==> config.mk <==
export PLATFORM = sky130hd
export DESIGN_NAME = dvr_volume_ramp
export DESIGN_NICKNAME = d
export VERILOG_FILES = /design/src/rtl/dvr_skid_buf.v /design/src/rtl/dvr_volume_ramp.v
export VERILOG_INCLUDE_DIRS = /design/src /design/src/rtl
export SDC_FILE = /design/constraint.sdc
export NUM_CORES = 1
export LEC_CHECK = 0
export ABC_AREA = 0
export BUFFER_PORTS_ARGS = -buffer_cell sky130_fd_sc_hd__buf_4
export CORE_UTILIZATION = 55
export DETAILED_ROUTE_END_ITERATION = 8
export HOLD_SLACK_MARGIN = 0.06
export PLACE_DENSITY = 0.81
export SLEW_MARGIN = 5
export SYNTH_ARGS = -nofsm -noshare
export SYNTH_HDL_FRONTEND = slang
export SYNTH_HIERARCHICAL = 1
export SYNTH_SLANG_ARGS = --single-unit
==> constraint.sdc <==
create_clock -name mclk_i -period 4.66 [get_ports mclk_i]
set_input_delay 0.233 -clock mclk_i [delete_from_list [all_inputs] [get_ports mclk_i]]
set_output_delay 0.233 -clock mclk_i [all_outputs]
set_load 0.05 [all_outputs]
==> src/rtl/dvr_regs.vh <==
// register offsets, field positions, reset values and codes of the volume ramp
`ifndef DVR_REGS_VH
`define DVR_REGS_VH

// register offsets
`define DVR_LEFT_VOLUME_OFS     8'h3D
`define DVR_RIGHT_VOLUME_OFS    8'h3E
`define DVR_RAMP_CONFIG_OFS     8'h3F

// reset values
`define DVR_VOLUME_RST          8'h30
`define DVR_RAMP_CONFIG_RST     8'h33

// ramp config field positions
`define DVR_DOWN_INT_HI         7
`define DVR_DOWN_INT_LO         6
`define DVR_DOWN_STEP_HI        5
`define DVR_DOWN_STEP_LO        4
`define DVR_UP_INT_HI           3
`define DVR_UP_INT_LO           2
`define DVR_UP_STEP_HI          1
`define DVR_UP_STEP_LO          0

// gain codes
`define DVR_GAIN_MUTE           8'hFF
`define DVR_GAIN_LOUDEST        8'h00

// interval codes (sample periods per update)
`define DVR_INT_1               2'h0
`define DVR_INT_2               2'h1
`define DVR_INT_4               2'h2
`define DVR_INT_INSTANT         2'h3

// step codes and their size in half-decibel code units
`define DVR_STEP_4DB            2'h0
`define DVR_STEP_2DB            2'h1
`define DVR_STEP_1DB            2'h2
`define DVR_STEP_HALF           2'h3
`define DVR_UNITS_4DB           8'h08
`define DVR_UNITS_2DB           8'h04
`define DVR_UNITS_1DB           8'h02
`define DVR_UNITS_HALF          8'h01

// link select codes
`define DVR_LINK_INDEP          2'h0
`define DVR_LINK_LEFT           2'h1

`endif

==> src/rtl/dvr_skid_buf.v <==
// two-entry buffer with valid and ready on both sides, all outputs registered
`timescale 1ns/1ps
module dvr_skid_buf #(
    parameter W = 32
) (
    // clock and reset
    input  wire         mclk_i,
    input  wire         srst_i,
    // fill side
    input  wire         in_valid_i,
    input  wire [W-1:0] in_data_i,
    output reg          in_ready_o,
    // drain side
    output reg          out_valid_o,
    output reg  [W-1:0] out_data_o,
    input  wire         out_ready_i
);

    reg         skid_valid_q;
    reg [W-1:0] skid_data_q;
    wire        push;
    wire        pop;

    assign push = in_valid_i & in_ready_o;
    assign pop  = out_valid_o & out_ready_i;

    // output stage plus skid stage; ready drops once the skid holds a word
    always @(posedge mclk_i) begin
        if (srst_i) begin
            out_valid_o  <= 1'b0;
            out_data_o   <= {W{1'b0}};
            skid_valid_q <= 1'b0;
            skid_data_q  <= {W{1'b0}};
            in_ready_o   <= 1'b1;
        end else if (!out_valid_o || pop) begin
            if (skid_valid_q) begin
                out_data_o   <= skid_data_q;
                out_valid_o  <= 1'b1;
                skid_valid_q <= 1'b0;
                in_ready_o   <= 1'b1;
            end else if (push) begin
                out_data_o  <= in_data_i;
                out_valid_o <= 1'b1;
            end else begin
                out_valid_o <= 1'b0;
            end
        end else if (push) begin
            skid_data_q  <= in_data_i; // receiver stalled, keep the word
            skid_valid_q <= 1'b1;
            in_ready_o   <= 1'b0;
        end
    end

endmodule

==> src/rtl/dvr_volume_ramp.v <==
// stereo digital volume stage with soft mute and unmute ramps
//
// Behaviour
// - left code: 0 is +24dB, 0.5dB steps, FF mutes
// - right code decodes same as left channel
// - down interval 1,2,4 periods; 11 mutes instantly
// - down step 4,2,1,0.5 dB; resets to 11
// - up interval 1,2,4 periods; 11 restores instantly
// - up step 4,2,1,0.5 dB; resets to 11
// - pin low or mute bit starts ramp down
// - pin release and bit clear start ramp up
// - ramp config resets to 00,11,00,11
// - link 01 copies left code to right
//
// how it runs
// - applied codes walk towards mute or the programmed code
// - one update per 1, 2 or 4 sample strobes, one step each
// - an unmuted target quieter than the applied code applies at once
// - link setting 01 drives the right channel from the left code
// - words taken in while a channel sits at mute carry zero there
// - sample scaling by the gain code is left to the next stage
`timescale 1ns/1ps
`include "dvr_regs.vh"
module dvr_volume_ramp (
    // clock and reset
    input  wire        mclk_i,
    input  wire        srst_i,
    // register port
    input  wire [7:0]  reg_addr_i,
    input  wire        reg_wr_i,
    input  wire [7:0]  reg_wdata_i,
    input  wire        reg_rd_i,
    output reg  [7:0]  reg_rdata_o,
    // mute and link controls
    input  wire        soft_mute_pin_n_i,
    input  wire        mute_req_i,
    input  wire [1:0]  gain_link_select_i,
    // sample timing
    input  wire        fs_stb_i,
    // sample input
    input  wire        in_valid_i,
    input  wire [15:0] in_left_i,
    input  wire [15:0] in_right_i,
    output wire        in_ready_o,
    // sample output
    output wire        out_valid_o,
    output wire [15:0] out_left_o,
    output wire [15:0] out_right_o,
    input  wire        out_ready_i,
    // applied gain codes and ramp status
    output reg  [7:0]  left_applied_o,
    output reg  [7:0]  right_applied_o,
    output reg         ramp_busy_o
);

    // programmed registers
    reg  [7:0] left_gain_code_q;
    reg  [7:0] right_gain_code_q;
    reg  [7:0] ramp_cfg_q;

    // ramp timing
    reg  [1:0] period_cnt_q;
    reg        muting_q;
    wire       muting;
    wire [1:0] down_ramp_interval;
    wire [1:0] down_ramp_step;
    wire [1:0] up_ramp_interval;
    wire [1:0] up_ramp_step;
    wire [1:0] cur_interval;
    wire [1:0] last_cnt;
    wire       update_tick;
    wire [7:0] left_target;
    wire [7:0] right_target;
    wire [7:0] left_next;
    wire [7:0] right_next;
    wire [31:0] masked_word;
    wire [31:0] out_word;

    // ramp status
    reg  [3:0] state_q;
    reg  [3:0] state_d;
    wire       down_done;
    wire       up_done;

    // one-hot ramp states
    localparam [3:0] ST_SETTLED = 4'h1; // codes sit at the target
    localparam [3:0] ST_FALLING = 4'h2; // walking towards mute
    localparam [3:0] ST_MUTED   = 4'h4; // both channels at mute
    localparam [3:0] ST_RISING  = 4'h8; // walking back to the target

    // field views of the ramp configuration
    assign down_ramp_interval =
        ramp_cfg_q[`DVR_DOWN_INT_HI:`DVR_DOWN_INT_LO];
    assign down_ramp_step = ramp_cfg_q[`DVR_DOWN_STEP_HI:`DVR_DOWN_STEP_LO];
    assign up_ramp_interval = ramp_cfg_q[`DVR_UP_INT_HI:`DVR_UP_INT_LO];
    assign up_ramp_step = ramp_cfg_q[`DVR_UP_STEP_HI:`DVR_UP_STEP_LO];

    // soft mute from either the pin or the control bit
    assign muting = ~soft_mute_pin_n_i | mute_req_i;

    // step size in half-decibel code units
    function [7:0] step_units;
        input [1:0] code;
        begin
            case (code)
                `DVR_STEP_4DB: step_units = `DVR_UNITS_4DB;
                `DVR_STEP_2DB: step_units = `DVR_UNITS_2DB;
                `DVR_STEP_1DB: step_units = `DVR_UNITS_1DB;
                default:       step_units = `DVR_UNITS_HALF;
            endcase
        end
    endfunction

    // next applied code for one channel; larger code means more attenuation
    function [7:0] ramp_next;
        input [7:0] cur;
        input [7:0] target;
        input       mute;
        input       tick;
        input [1:0] dn_int;
        input [1:0] dn_step;
        input [1:0] up_int;
        input [1:0] up_step;
        reg   [7:0] st;
        begin
            st = 8'h00;
            ramp_next = cur;
            if (mute) begin
                st = step_units(dn_step);
                if (dn_int == `DVR_INT_INSTANT) begin
                    ramp_next = `DVR_GAIN_MUTE;
                end else if (tick) begin
                    if (cur >= `DVR_GAIN_MUTE - st) begin
                        ramp_next = `DVR_GAIN_MUTE;
                    end else begin
                        ramp_next = cur + st;
                    end
                end
            end else begin
                st = step_units(up_step);
                if (up_int == `DVR_INT_INSTANT) begin
                    ramp_next = target;
                end else if (cur < target) begin
                    ramp_next = target; // quieter setting takes effect at once
                end else if (tick && cur != target) begin
                    if (cur - target <= st) begin
                        ramp_next = target;
                    end else begin
                        ramp_next = cur - st;
                    end
                end
            end
        end
    endfunction

    // interval of the active direction, as last count of the period counter
    assign cur_interval = muting ? down_ramp_interval : up_ramp_interval;
    assign last_cnt = (cur_interval == `DVR_INT_2) ? 2'd1 :
                      (cur_interval == `DVR_INT_4) ? 2'd3 : 2'd0;
    assign update_tick = fs_stb_i && (period_cnt_q >= last_cnt);

    // linked mode drives both channels from the left code
    assign left_target  = left_gain_code_q;
    assign right_target = (gain_link_select_i == `DVR_LINK_LEFT) ?
                          left_gain_code_q : right_gain_code_q;

    assign left_next = ramp_next(left_applied_o, left_target, muting,
                                 update_tick, down_ramp_interval,
                                 down_ramp_step, up_ramp_interval,
                                 up_ramp_step);
    assign right_next = ramp_next(right_applied_o, right_target, muting,
                                  update_tick, down_ramp_interval,
                                  down_ramp_step, up_ramp_interval,
                                  up_ramp_step);

    // register writes
    always @(posedge mclk_i) begin
        if (srst_i) begin
            left_gain_code_q  <= `DVR_VOLUME_RST;
            right_gain_code_q <= `DVR_VOLUME_RST;
            ramp_cfg_q        <= `DVR_RAMP_CONFIG_RST;
        end else if (reg_wr_i) begin
            case (reg_addr_i)
                `DVR_LEFT_VOLUME_OFS:  left_gain_code_q  <= reg_wdata_i;
                `DVR_RIGHT_VOLUME_OFS: right_gain_code_q <= reg_wdata_i;
                `DVR_RAMP_CONFIG_OFS:  ramp_cfg_q        <= reg_wdata_i;
                default: ;
            endcase
        end
    end

    // register reads, unmapped offsets answer zero
    always @(posedge mclk_i) begin
        if (srst_i) begin
            reg_rdata_o <= 8'h00;
        end else if (reg_rd_i) begin
            case (reg_addr_i)
                `DVR_LEFT_VOLUME_OFS:  reg_rdata_o <= left_gain_code_q;
                `DVR_RIGHT_VOLUME_OFS: reg_rdata_o <= right_gain_code_q;
                `DVR_RAMP_CONFIG_OFS:  reg_rdata_o <= ramp_cfg_q;
                default:               reg_rdata_o <= 8'h00;
            endcase
        end
    end

    // sample-period counter; restarts when the ramp direction flips
    always @(posedge mclk_i) begin
        if (srst_i) begin
            period_cnt_q <= 2'd0;
            muting_q     <= 1'b0;
        end else begin
            muting_q <= muting;
            if (muting != muting_q) begin
                period_cnt_q <= 2'd0;
            end else if (update_tick) begin
                period_cnt_q <= 2'd0;
            end else if (fs_stb_i) begin
                period_cnt_q <= period_cnt_q + 2'd1;
            end
        end
    end

    // end points as the next applied codes will stand
    assign down_done = (left_next == `DVR_GAIN_MUTE) &&
                       (right_next == `DVR_GAIN_MUTE);
    assign up_done   = (left_next == left_target) &&
                       (right_next == right_target);

    // next ramp state; a flip of direction reverses from the current codes
    always @* begin
        state_d = state_q;
        case (state_q)
            ST_SETTLED: begin
                if (muting) begin
                    state_d = down_done ? ST_MUTED : ST_FALLING;
                end else if (!up_done) begin
                    state_d = ST_RISING; // target moved louder
                end
            end
            ST_FALLING: begin
                if (!muting) begin
                    state_d = up_done ? ST_SETTLED : ST_RISING;
                end else if (down_done) begin
                    state_d = ST_MUTED;
                end
            end
            ST_MUTED: begin
                if (!muting) begin
                    state_d = up_done ? ST_SETTLED : ST_RISING;
                end else if (!down_done) begin
                    state_d = ST_FALLING;
                end
            end
            ST_RISING: begin
                if (muting) begin
                    state_d = down_done ? ST_MUTED : ST_FALLING;
                end else if (up_done) begin
                    state_d = ST_SETTLED;
                end
            end
            default: begin
                state_d = ST_SETTLED;
            end
        endcase
    end

    // ramp state register; leaves reset with nothing to walk
    always @(posedge mclk_i) begin
        if (srst_i) begin
            state_q <= ST_SETTLED;
        end else begin
            state_q <= state_d;
        end
    end

    // applied gain codes; start at the reset volume with no ramp pending
    always @(posedge mclk_i) begin
        if (srst_i) begin
            left_applied_o  <= `DVR_VOLUME_RST;
            right_applied_o <= `DVR_VOLUME_RST;
            ramp_busy_o     <= 1'b0;
        end else begin
            left_applied_o  <= left_next;
            right_applied_o <= right_next;
            ramp_busy_o     <= (state_d == ST_FALLING) ||
                               (state_d == ST_RISING);
        end
    end

    // silence a channel whose applied code has reached mute
    assign masked_word = {
        (left_applied_o == `DVR_GAIN_MUTE) ? 16'h0000 : in_left_i,
        (right_applied_o == `DVR_GAIN_MUTE) ? 16'h0000 : in_right_i
    };

    // a stall by the receiver back-pressures the source, no word is lost
    dvr_skid_buf #(
        .W (32)
    ) u_buf (
        .mclk_i      (mclk_i),
        .srst_i      (srst_i),
        .in_valid_i  (in_valid_i),
        .in_data_i   (masked_word),
        .in_ready_o  (in_ready_o),
        .out_valid_o (out_valid_o),
        .out_data_o  (out_word),
        .out_ready_i (out_ready_i)
    );

    assign out_left_o  = out_word[31:16];
    assign out_right_o = out_word[15:0];

endmodule

# Word-level counts from Yosys, hierarchy flattened
# Index checks and enable logic that the tools add are counted.
# totals
in_bits,59
reg_bits,123
elab_cells,128
# op_classes
addsub,8
order_cmp,7
reduce_logical,20
n_bitwise,5
mux,45
eq_ne,28
# op_table
operator,count
$mux W8,19
$mux W32,2
$mux W4,9
$eq A8 B8 Y1 const B,4
$mux W16,2
$sub A8 B8 Y8,4
$eq A8 B6 Y1 const B,3
$pmux W4 S3,2
$pmux W8 S3,1
$add A8 B8 Y8,2
$eq A8 B8 Y1,2
$ge A8 B8 Y1,2
$le A8 B8 Y1,2
$lt A8 B8 Y1,2
$ne A8 B8 Y1,2
$pmux W4 S4,1
$reduce_and A2 Y1,6
$eq A2 B2 Y1 const B,5
$eq A2 B1 Y1 const B,4
$eq A4 B2 Y1 const B,2
$eq A4 B4 Y1 const B,2
$sub A8 B8 Y8 const A,1
$mux W2,3
$logic_and A1 B1 Y1,5
other kinds (17),26

# Depth between registers and ports, before layout
# depth
ltp_word,20
mapped_depth,22

# Cells and area by module
# The synthesis kept the hierarchy.
# modules_own_cells
module,area_per_inst_um2,cells_each,seq_area_each_um2,instances
dvr_volume_ramp,6002.0,810,1121.1,1
dvr_skid_buf,2855.2,300,1341.3,1

# Worst setup path after synthesis
# OpenSTA, ideal clock, no wires.
# synth_path
path_type,input to register
start,input port soft_mute_pin_n_i
end,register state_q[2]
path_stages,20
slack_ns,0.495
t_arrival_ns,4.105
required_ns,4.600
n_path_buf,5
path_cell_list,nor2b_1 -> clkbuf_1 -> clkbuf_1 -> buf_1 -> nand2_1 -> nand2_1 -> ha_1 -> inv_1 -> ha_1 -> nand2_1 -> o21a_1 -> buf_2 -> nor4_1 -> buf_4 -> and4b_1 -> or3_4 -> nor4_1 -> nand4_1 -> nor4b_2 -> and3_1
# synth_between
elab_chain_cells,18
# synth_rtl
item,line,text
start: declaration,dvr_volume_ramp.v:35,"input wire soft_mute_pin_n_i,"
$not A1 Y1 *,dvr_volume_ramp.v:99,assign muting = ~soft_mute_pin_n_i | mute_req_i;
$or A1 B1 Y1 *,dvr_volume_ramp.v:99,
$mux W2,dvr_volume_ramp.v:157,assign cur_interval = muting ? down_ramp_interval : up_ramp_interval;
$eq A2 B2 Y1 (no source line),n/a,
$mux W2,dvr_volume_ramp.v:159,(cur_interval == `DVR_INT_4) ? 2'd3 : 2'd0;
$mux W2,dvr_volume_ramp.v:158,assign last_cnt = (cur_interval == `DVR_INT_2) ? 2'd1 :
$ge A2 B2 Y1,dvr_volume_ramp.v:160,assign update_tick = fs_stb_i && (period_cnt_q >= last_cnt);
$logic_and A1 B1 Y1,dvr_volume_ramp.v:160,
[... 2 more ...],n/a,
$mux W8,dvr_volume_ramp.v:143,end else if (cur < target) begin
$mux W8,dvr_volume_ramp.v:141,if (up_int == `DVR_INT_INSTANT) begin
$mux W8,dvr_volume_ramp.v:128,if (mute) begin
"$eq A8 B8 Y1, on equally long branches",n/a,
"$logic_and A1 B1 Y1, on equally long branches","dvr_volume_ramp.v:226, dvr_volume_ramp.v:224",
"$mux W4, or another cell as far along",dvr_volume_ramp.v:257,end else if (up_done) begin
"$mux W4, on equally long branches",n/a,
$pmux W4 S4 *,dvr_volume_ramp.v:232,case (state_q)
end signal: assignment,dvr_volume_ramp.v:272,state_q <= state_d;
end: declaration,dvr_volume_ramp.v:80,reg [3:0] state_q;
# Every way passes the cells marked *; elsewhere a longest branch is shown, timed or not.
# A chain may end at the register's enable or synchronous reset.

# Final worst setup path
# layout_path
start,register right_gain_code_q[0]
end,register state_q[2]
# layout_between
elab_chain_cells,13
# layout_rtl
item,line,text
start: declaration,dvr_volume_ramp.v:58,reg [7:0] right_gain_code_q;
start signal: assignment,dvr_volume_ramp.v:180,right_gain_code_q <= `DVR_VOLUME_RST;
start signal: assignment,dvr_volume_ramp.v:185,`DVR_RIGHT_VOLUME_OFS: right_gain_code_q <= reg_wdata_i;
$mux W8 *,dvr_volume_ramp.v:164,assign right_target = (gain_link_select_i == `DVR_LINK_LEFT) ?
$sub A8 B8 Y8,dvr_volume_ramp.v:146,if (cur - target <= st) begin
$le A8 B8 Y1,dvr_volume_ramp.v:146,
$mux W8,dvr_volume_ramp.v:146,
$mux W8,dvr_volume_ramp.v:145,end else if (tick && cur != target) begin
$mux W8,dvr_volume_ramp.v:143,
$mux W8,dvr_volume_ramp.v:141,
$mux W8,dvr_volume_ramp.v:128,
"$eq A8 B8 Y1, on equally long branches",n/a,
"$logic_and A1 B1 Y1, on equally long branches","dvr_volume_ramp.v:226, dvr_volume_ramp.v:224",
"$mux W4, or another cell as far along",dvr_volume_ramp.v:257,
"$mux W4, on equally long branches",n/a,
$pmux W4 S4 *,dvr_volume_ramp.v:232,
# Marks and branches as above.

==> results.json <==
{
  "wirelength_mm": 30.3,
  "clk_latency_ns": 0.42,
  "critPathMaxStageDelay_ns": 0.43,
  "power_density_mw_per_mm2": 352,
  "synth_fp_nets": 1221,
  "via_per_inst": 6.22,
  "outcome": "complete, no violations",
  "antenna_found_initial": 0,
  "place_congestion": 1.06,
  "io_buffers": 117,
  "path_max_fanout": 3,
  "clockBufferDepth": 2,
  "ant_nets": 0,
  "max_cap_violations": 0,
  "cts_root_buf": "clkbuf_16",
  "start_kind": "flop",
  "clock_sinks": 123,
  "start_util": 0.560,
  "synth_top_area_cell": "dfxtp_1",
  "setup_total_negative_slack_ns": 0,
  "worstSetupPathType": "flop to flop",
  "dieArea_mm2": 0.0166,
  "ios": 118,
  "yosys.area.top_type_share": 0.278,
  "finalWorstSetupSlack_ns": 0.287,
  "diodes": 0,
  "drc": 0,
  "holdWs_ns": 0.0623,
  "dr_total_vias": 9173,
  "synth_async_sr_flop_share": 0,
  "areaGrowthSynthToFinish_pct": 22.0,
  "die_h_um": 129,
  "cp-end-kind": "flop",
  "drive_gt1_frac": 0.212,
  "ir_drop_mv": 0.308,
  "syn_inst": 1110,
  "fin_worst_skew_ns": 0.0122,
  "cp_slowest_cell": "dfxtp_1",
  "layout_min_cycle_time_ns": 4.37,
  "path_clk_slew_ns": 0.06,
  "grt_max_degree": 77,
  "synth-seq-cells": 123,
  "placementRows": 46,
  "core_mm2": 0.0158,
  "report.power.total_mw": 3.80,
  "critPathArrivalTime_ns": 4.74,
  "nNetsFinal": 1357,
  "synth-edff-count": 0,
  "dpl_worst_slack_ns": 0.0297,
  "dp.final_hpwl_mm": 22.1,
  "crit_chain": "mux2i_1, inv_1, ha_1, inv_1, fa_1, xor2_1, ha_1, a211oi_1, o21ai_0, a221oi_1, buf_4, nand4_2, o21ai_1, o221ai_1, nor4b_1, nand4_1, nor4b_2, and3_1",
  "slew_viol_final": 0,
  "syn-mean-instance-area_um2": 7.98,
  "die_w_um": 129,
  "final_hold_viol_count": 0,
  "synth_area_leaders": "dfxtp_1 (28%), ha_1 (6.5%), mux2i_1 (6.3%)",
  "setup_viol": 0,
  "drtPass1Iterations": 6,
  "cts_buffers": 17,
  "grt_use_met3": 0.0586,
  "yosysSeqAreaShare": 0.278,
  "grt_util_met1": 0.465,
  "slew_headroom": 0.137,
  "tightest_slew_ns": 1.28,
  "yosysWarnings": 6,
  "grt_pass1_vias": 8596,
  "grt_pass1_wl_mm": 46.4,
  "power.leakage_nw": 4.47,
  "fmaxAchievable_mhz": 229,
  "synth_ff_type": "dfxtp_1",
  "drt-initial-drc-count": 958,
  "worstHoldPathType": "input pin to flop",
  "cts_htree_levels": 4,
  "met2_usage": 0.585,
  "gr-max-usage-layer": "met2",
  "netlist_area_mm2": 0.00886,
  "cts_tree": "done",
  "required_ns": 5.02,
  "wl_per_cell_um": 20.5,
  "overflow": 0,
  "synth_cell_types": 81,
  "rsz0062_at_grt": "false",
  "track_usage": 0.365,
  "post-route-period-util": 0.938
}
[Yosys cell counts (5+ instances only)]
master     instances
nor2b_1           51
a22o_1             8
a21o_1             6
a211o_1           12
clkbuf_1          45
buf_2             11
or2_2              5
a211oi_2          30
dfxtp_1          123
a2bb2oi_1          6
o21ai_1            5
nand3_1           19
and3_1             5
nand2b_1          22
nor4_1            10
inv_1             43
o21a_1             6
a31oi_1           11
nand4_1           19
a221oi_1           6
a211oi_1          14
fa_1               6
buf_6              5
xnor2_1            9
ha_1              46
nand2_1          114
nor2_1            99
a2111oi_0          7
mux2i_1           56
o211ai_1           8
xor2_1            12
o21ai_0           41
or3_1              8
and2_1             9
nor3_1            27
a21oi_1          110
[power breakdown]
part / switching [mW] / internal (mW) / leakage [nW]
Clock: 0.523 / 0.799 / 0.280
Combinational: 0.820 / 0.501 / 3.18
Sequential: 0.0509 / 1.11 / 1.01
[stage by stage]
stage,std cells,area [um2],util
floorplan,1110,8860,-
global placement,1441,10200,0.644
detailed placement,1441,10200,0.644
CTS,1475,10800,0.682
global route,1475,10800,0.682
finish,1475,10800,0.682
[cell usage in the layout (no fill, tap or decap), types with 9 or more instances in the layout]
| cell type | instances |
|---|---|
| dfxtp_1 | 122 |
| nor4_1 | 10 |
| nand3_1 | 19 |
| nand4_1 | 19 |
| xnor2_1 | 9 |
| ha_1 | 46 |
| and2_1 | 9 |
| a31oi_1 | 11 |
| mux2i_1 | 56 |
| nor2_1 | 99 |
| a211o_1 | 12 |
| nand2_1 | 114 |
| nand2b_1 | 22 |
| nor2b_1 | 50 |
| xor2_1 | 12 |
| nor3_1 | 27 |
| a21oi_1 | 110 |
| inv_1 | 43 |
| a211oi_2 | 30 |
| a211oi_1 | 14 |
| o21ai_0 | 39 |
| clkbuf_16 | 17 |
| buf_4 | 182 |
[final timing paths]
path / startpoint / end / slack, ns / cells after the start
setup reg to reg: right_gain_code_q[0]$_SDFFE_PP0P_ / state_q[2]$_SDFF_PP0_ / 0.29 / 18
hold reg to reg: u_buf/skid_data_q[6]$_SDFFE_PP0P_ / u_buf/skid_data_q[6]$_SDFFE_PP0P_ / 0.45 / 2
setup / recovery: right_gain_code_q[0]$_SDFFE_PP0P_ / state_q[2]$_SDFF_PP0_ / 0.29 / 18
hold / removal: reg_wdata_i[1] / left_gain_code_q[1]$_SDFFE_PP0P_ / 0.06 / 3
[layout make-up]
| class | count | area, um2 |
|---|---|---|
| well taps | 216 | 270 |
| fillers | 1322 | 5030 |
| inverters | 43 | 161 |
| flip-flops and latches | 123 | 2460 |
| repair buffers | 184 | 1390 |
| clock buffers | 18 | 429 |
| clock inverters | 14 | 160 |
| multi-input cells | 877 | 5930 |
[cell families after synthesis]
group | count (synthesis) | share of synthesized area
compound gates | 331 | 0.268
flops | 123 | 0.278
simple gates | 414 | 0.234
buf+inv | 110 | 0.0533
mux | 59 | 0.0671
xor+xnor | 21 | 0.0208
fa+ha+maj | 52 | 0.0785
[critical path: cells and delay by family (launching register included)]
family	cells	cell delay, ns
adders and majority gates	3	0.87
and+or+nand+nor	5	1.20
DFF	1	0.43
buffers and inverters	3	0.36
muxes	1	0.19
xor gates and xnor gates	1	0.19
AOI/OAI and AO/OA	5	1.06
[flip-flops by register name, indices dropped and copies added, names as in the netlist, 4 cells and up]
signal             flops
left_applied_o         8
left_gain_code_q       8
ramp_cfg_q             8
reg_rdata_o            8
right_applied_o        8
right_gain_code_q      8
state_q                4
u_buf/out_data_o      32
u_buf/skid_data_q     32
[routing by layer]
metal | part of all wire | wire length (um) | up-vias
met5 | 0 | 0 | -
met4 | 0.056 | 1690 | 0
met3 | 0.075 | 2260 | 107
met2 | 0.46 | 13900 | 446
met1 | 0.41 | 12400 | 4283
li1 | - | - | 4337
[timing repair]
| action | 4_1_cts | 5_1_grt |
|---|---|---|
| hold buffers | 2 | 0 |
| resized for setup | 0 | 4 |
| endpoints found under the hold margin | 2 | 0 |
| endpoints found under the setup margin | 0 | 5 |
| setup buffers | 0 | 0 |
Note: power is estimated with default switching activity, not from simulation.
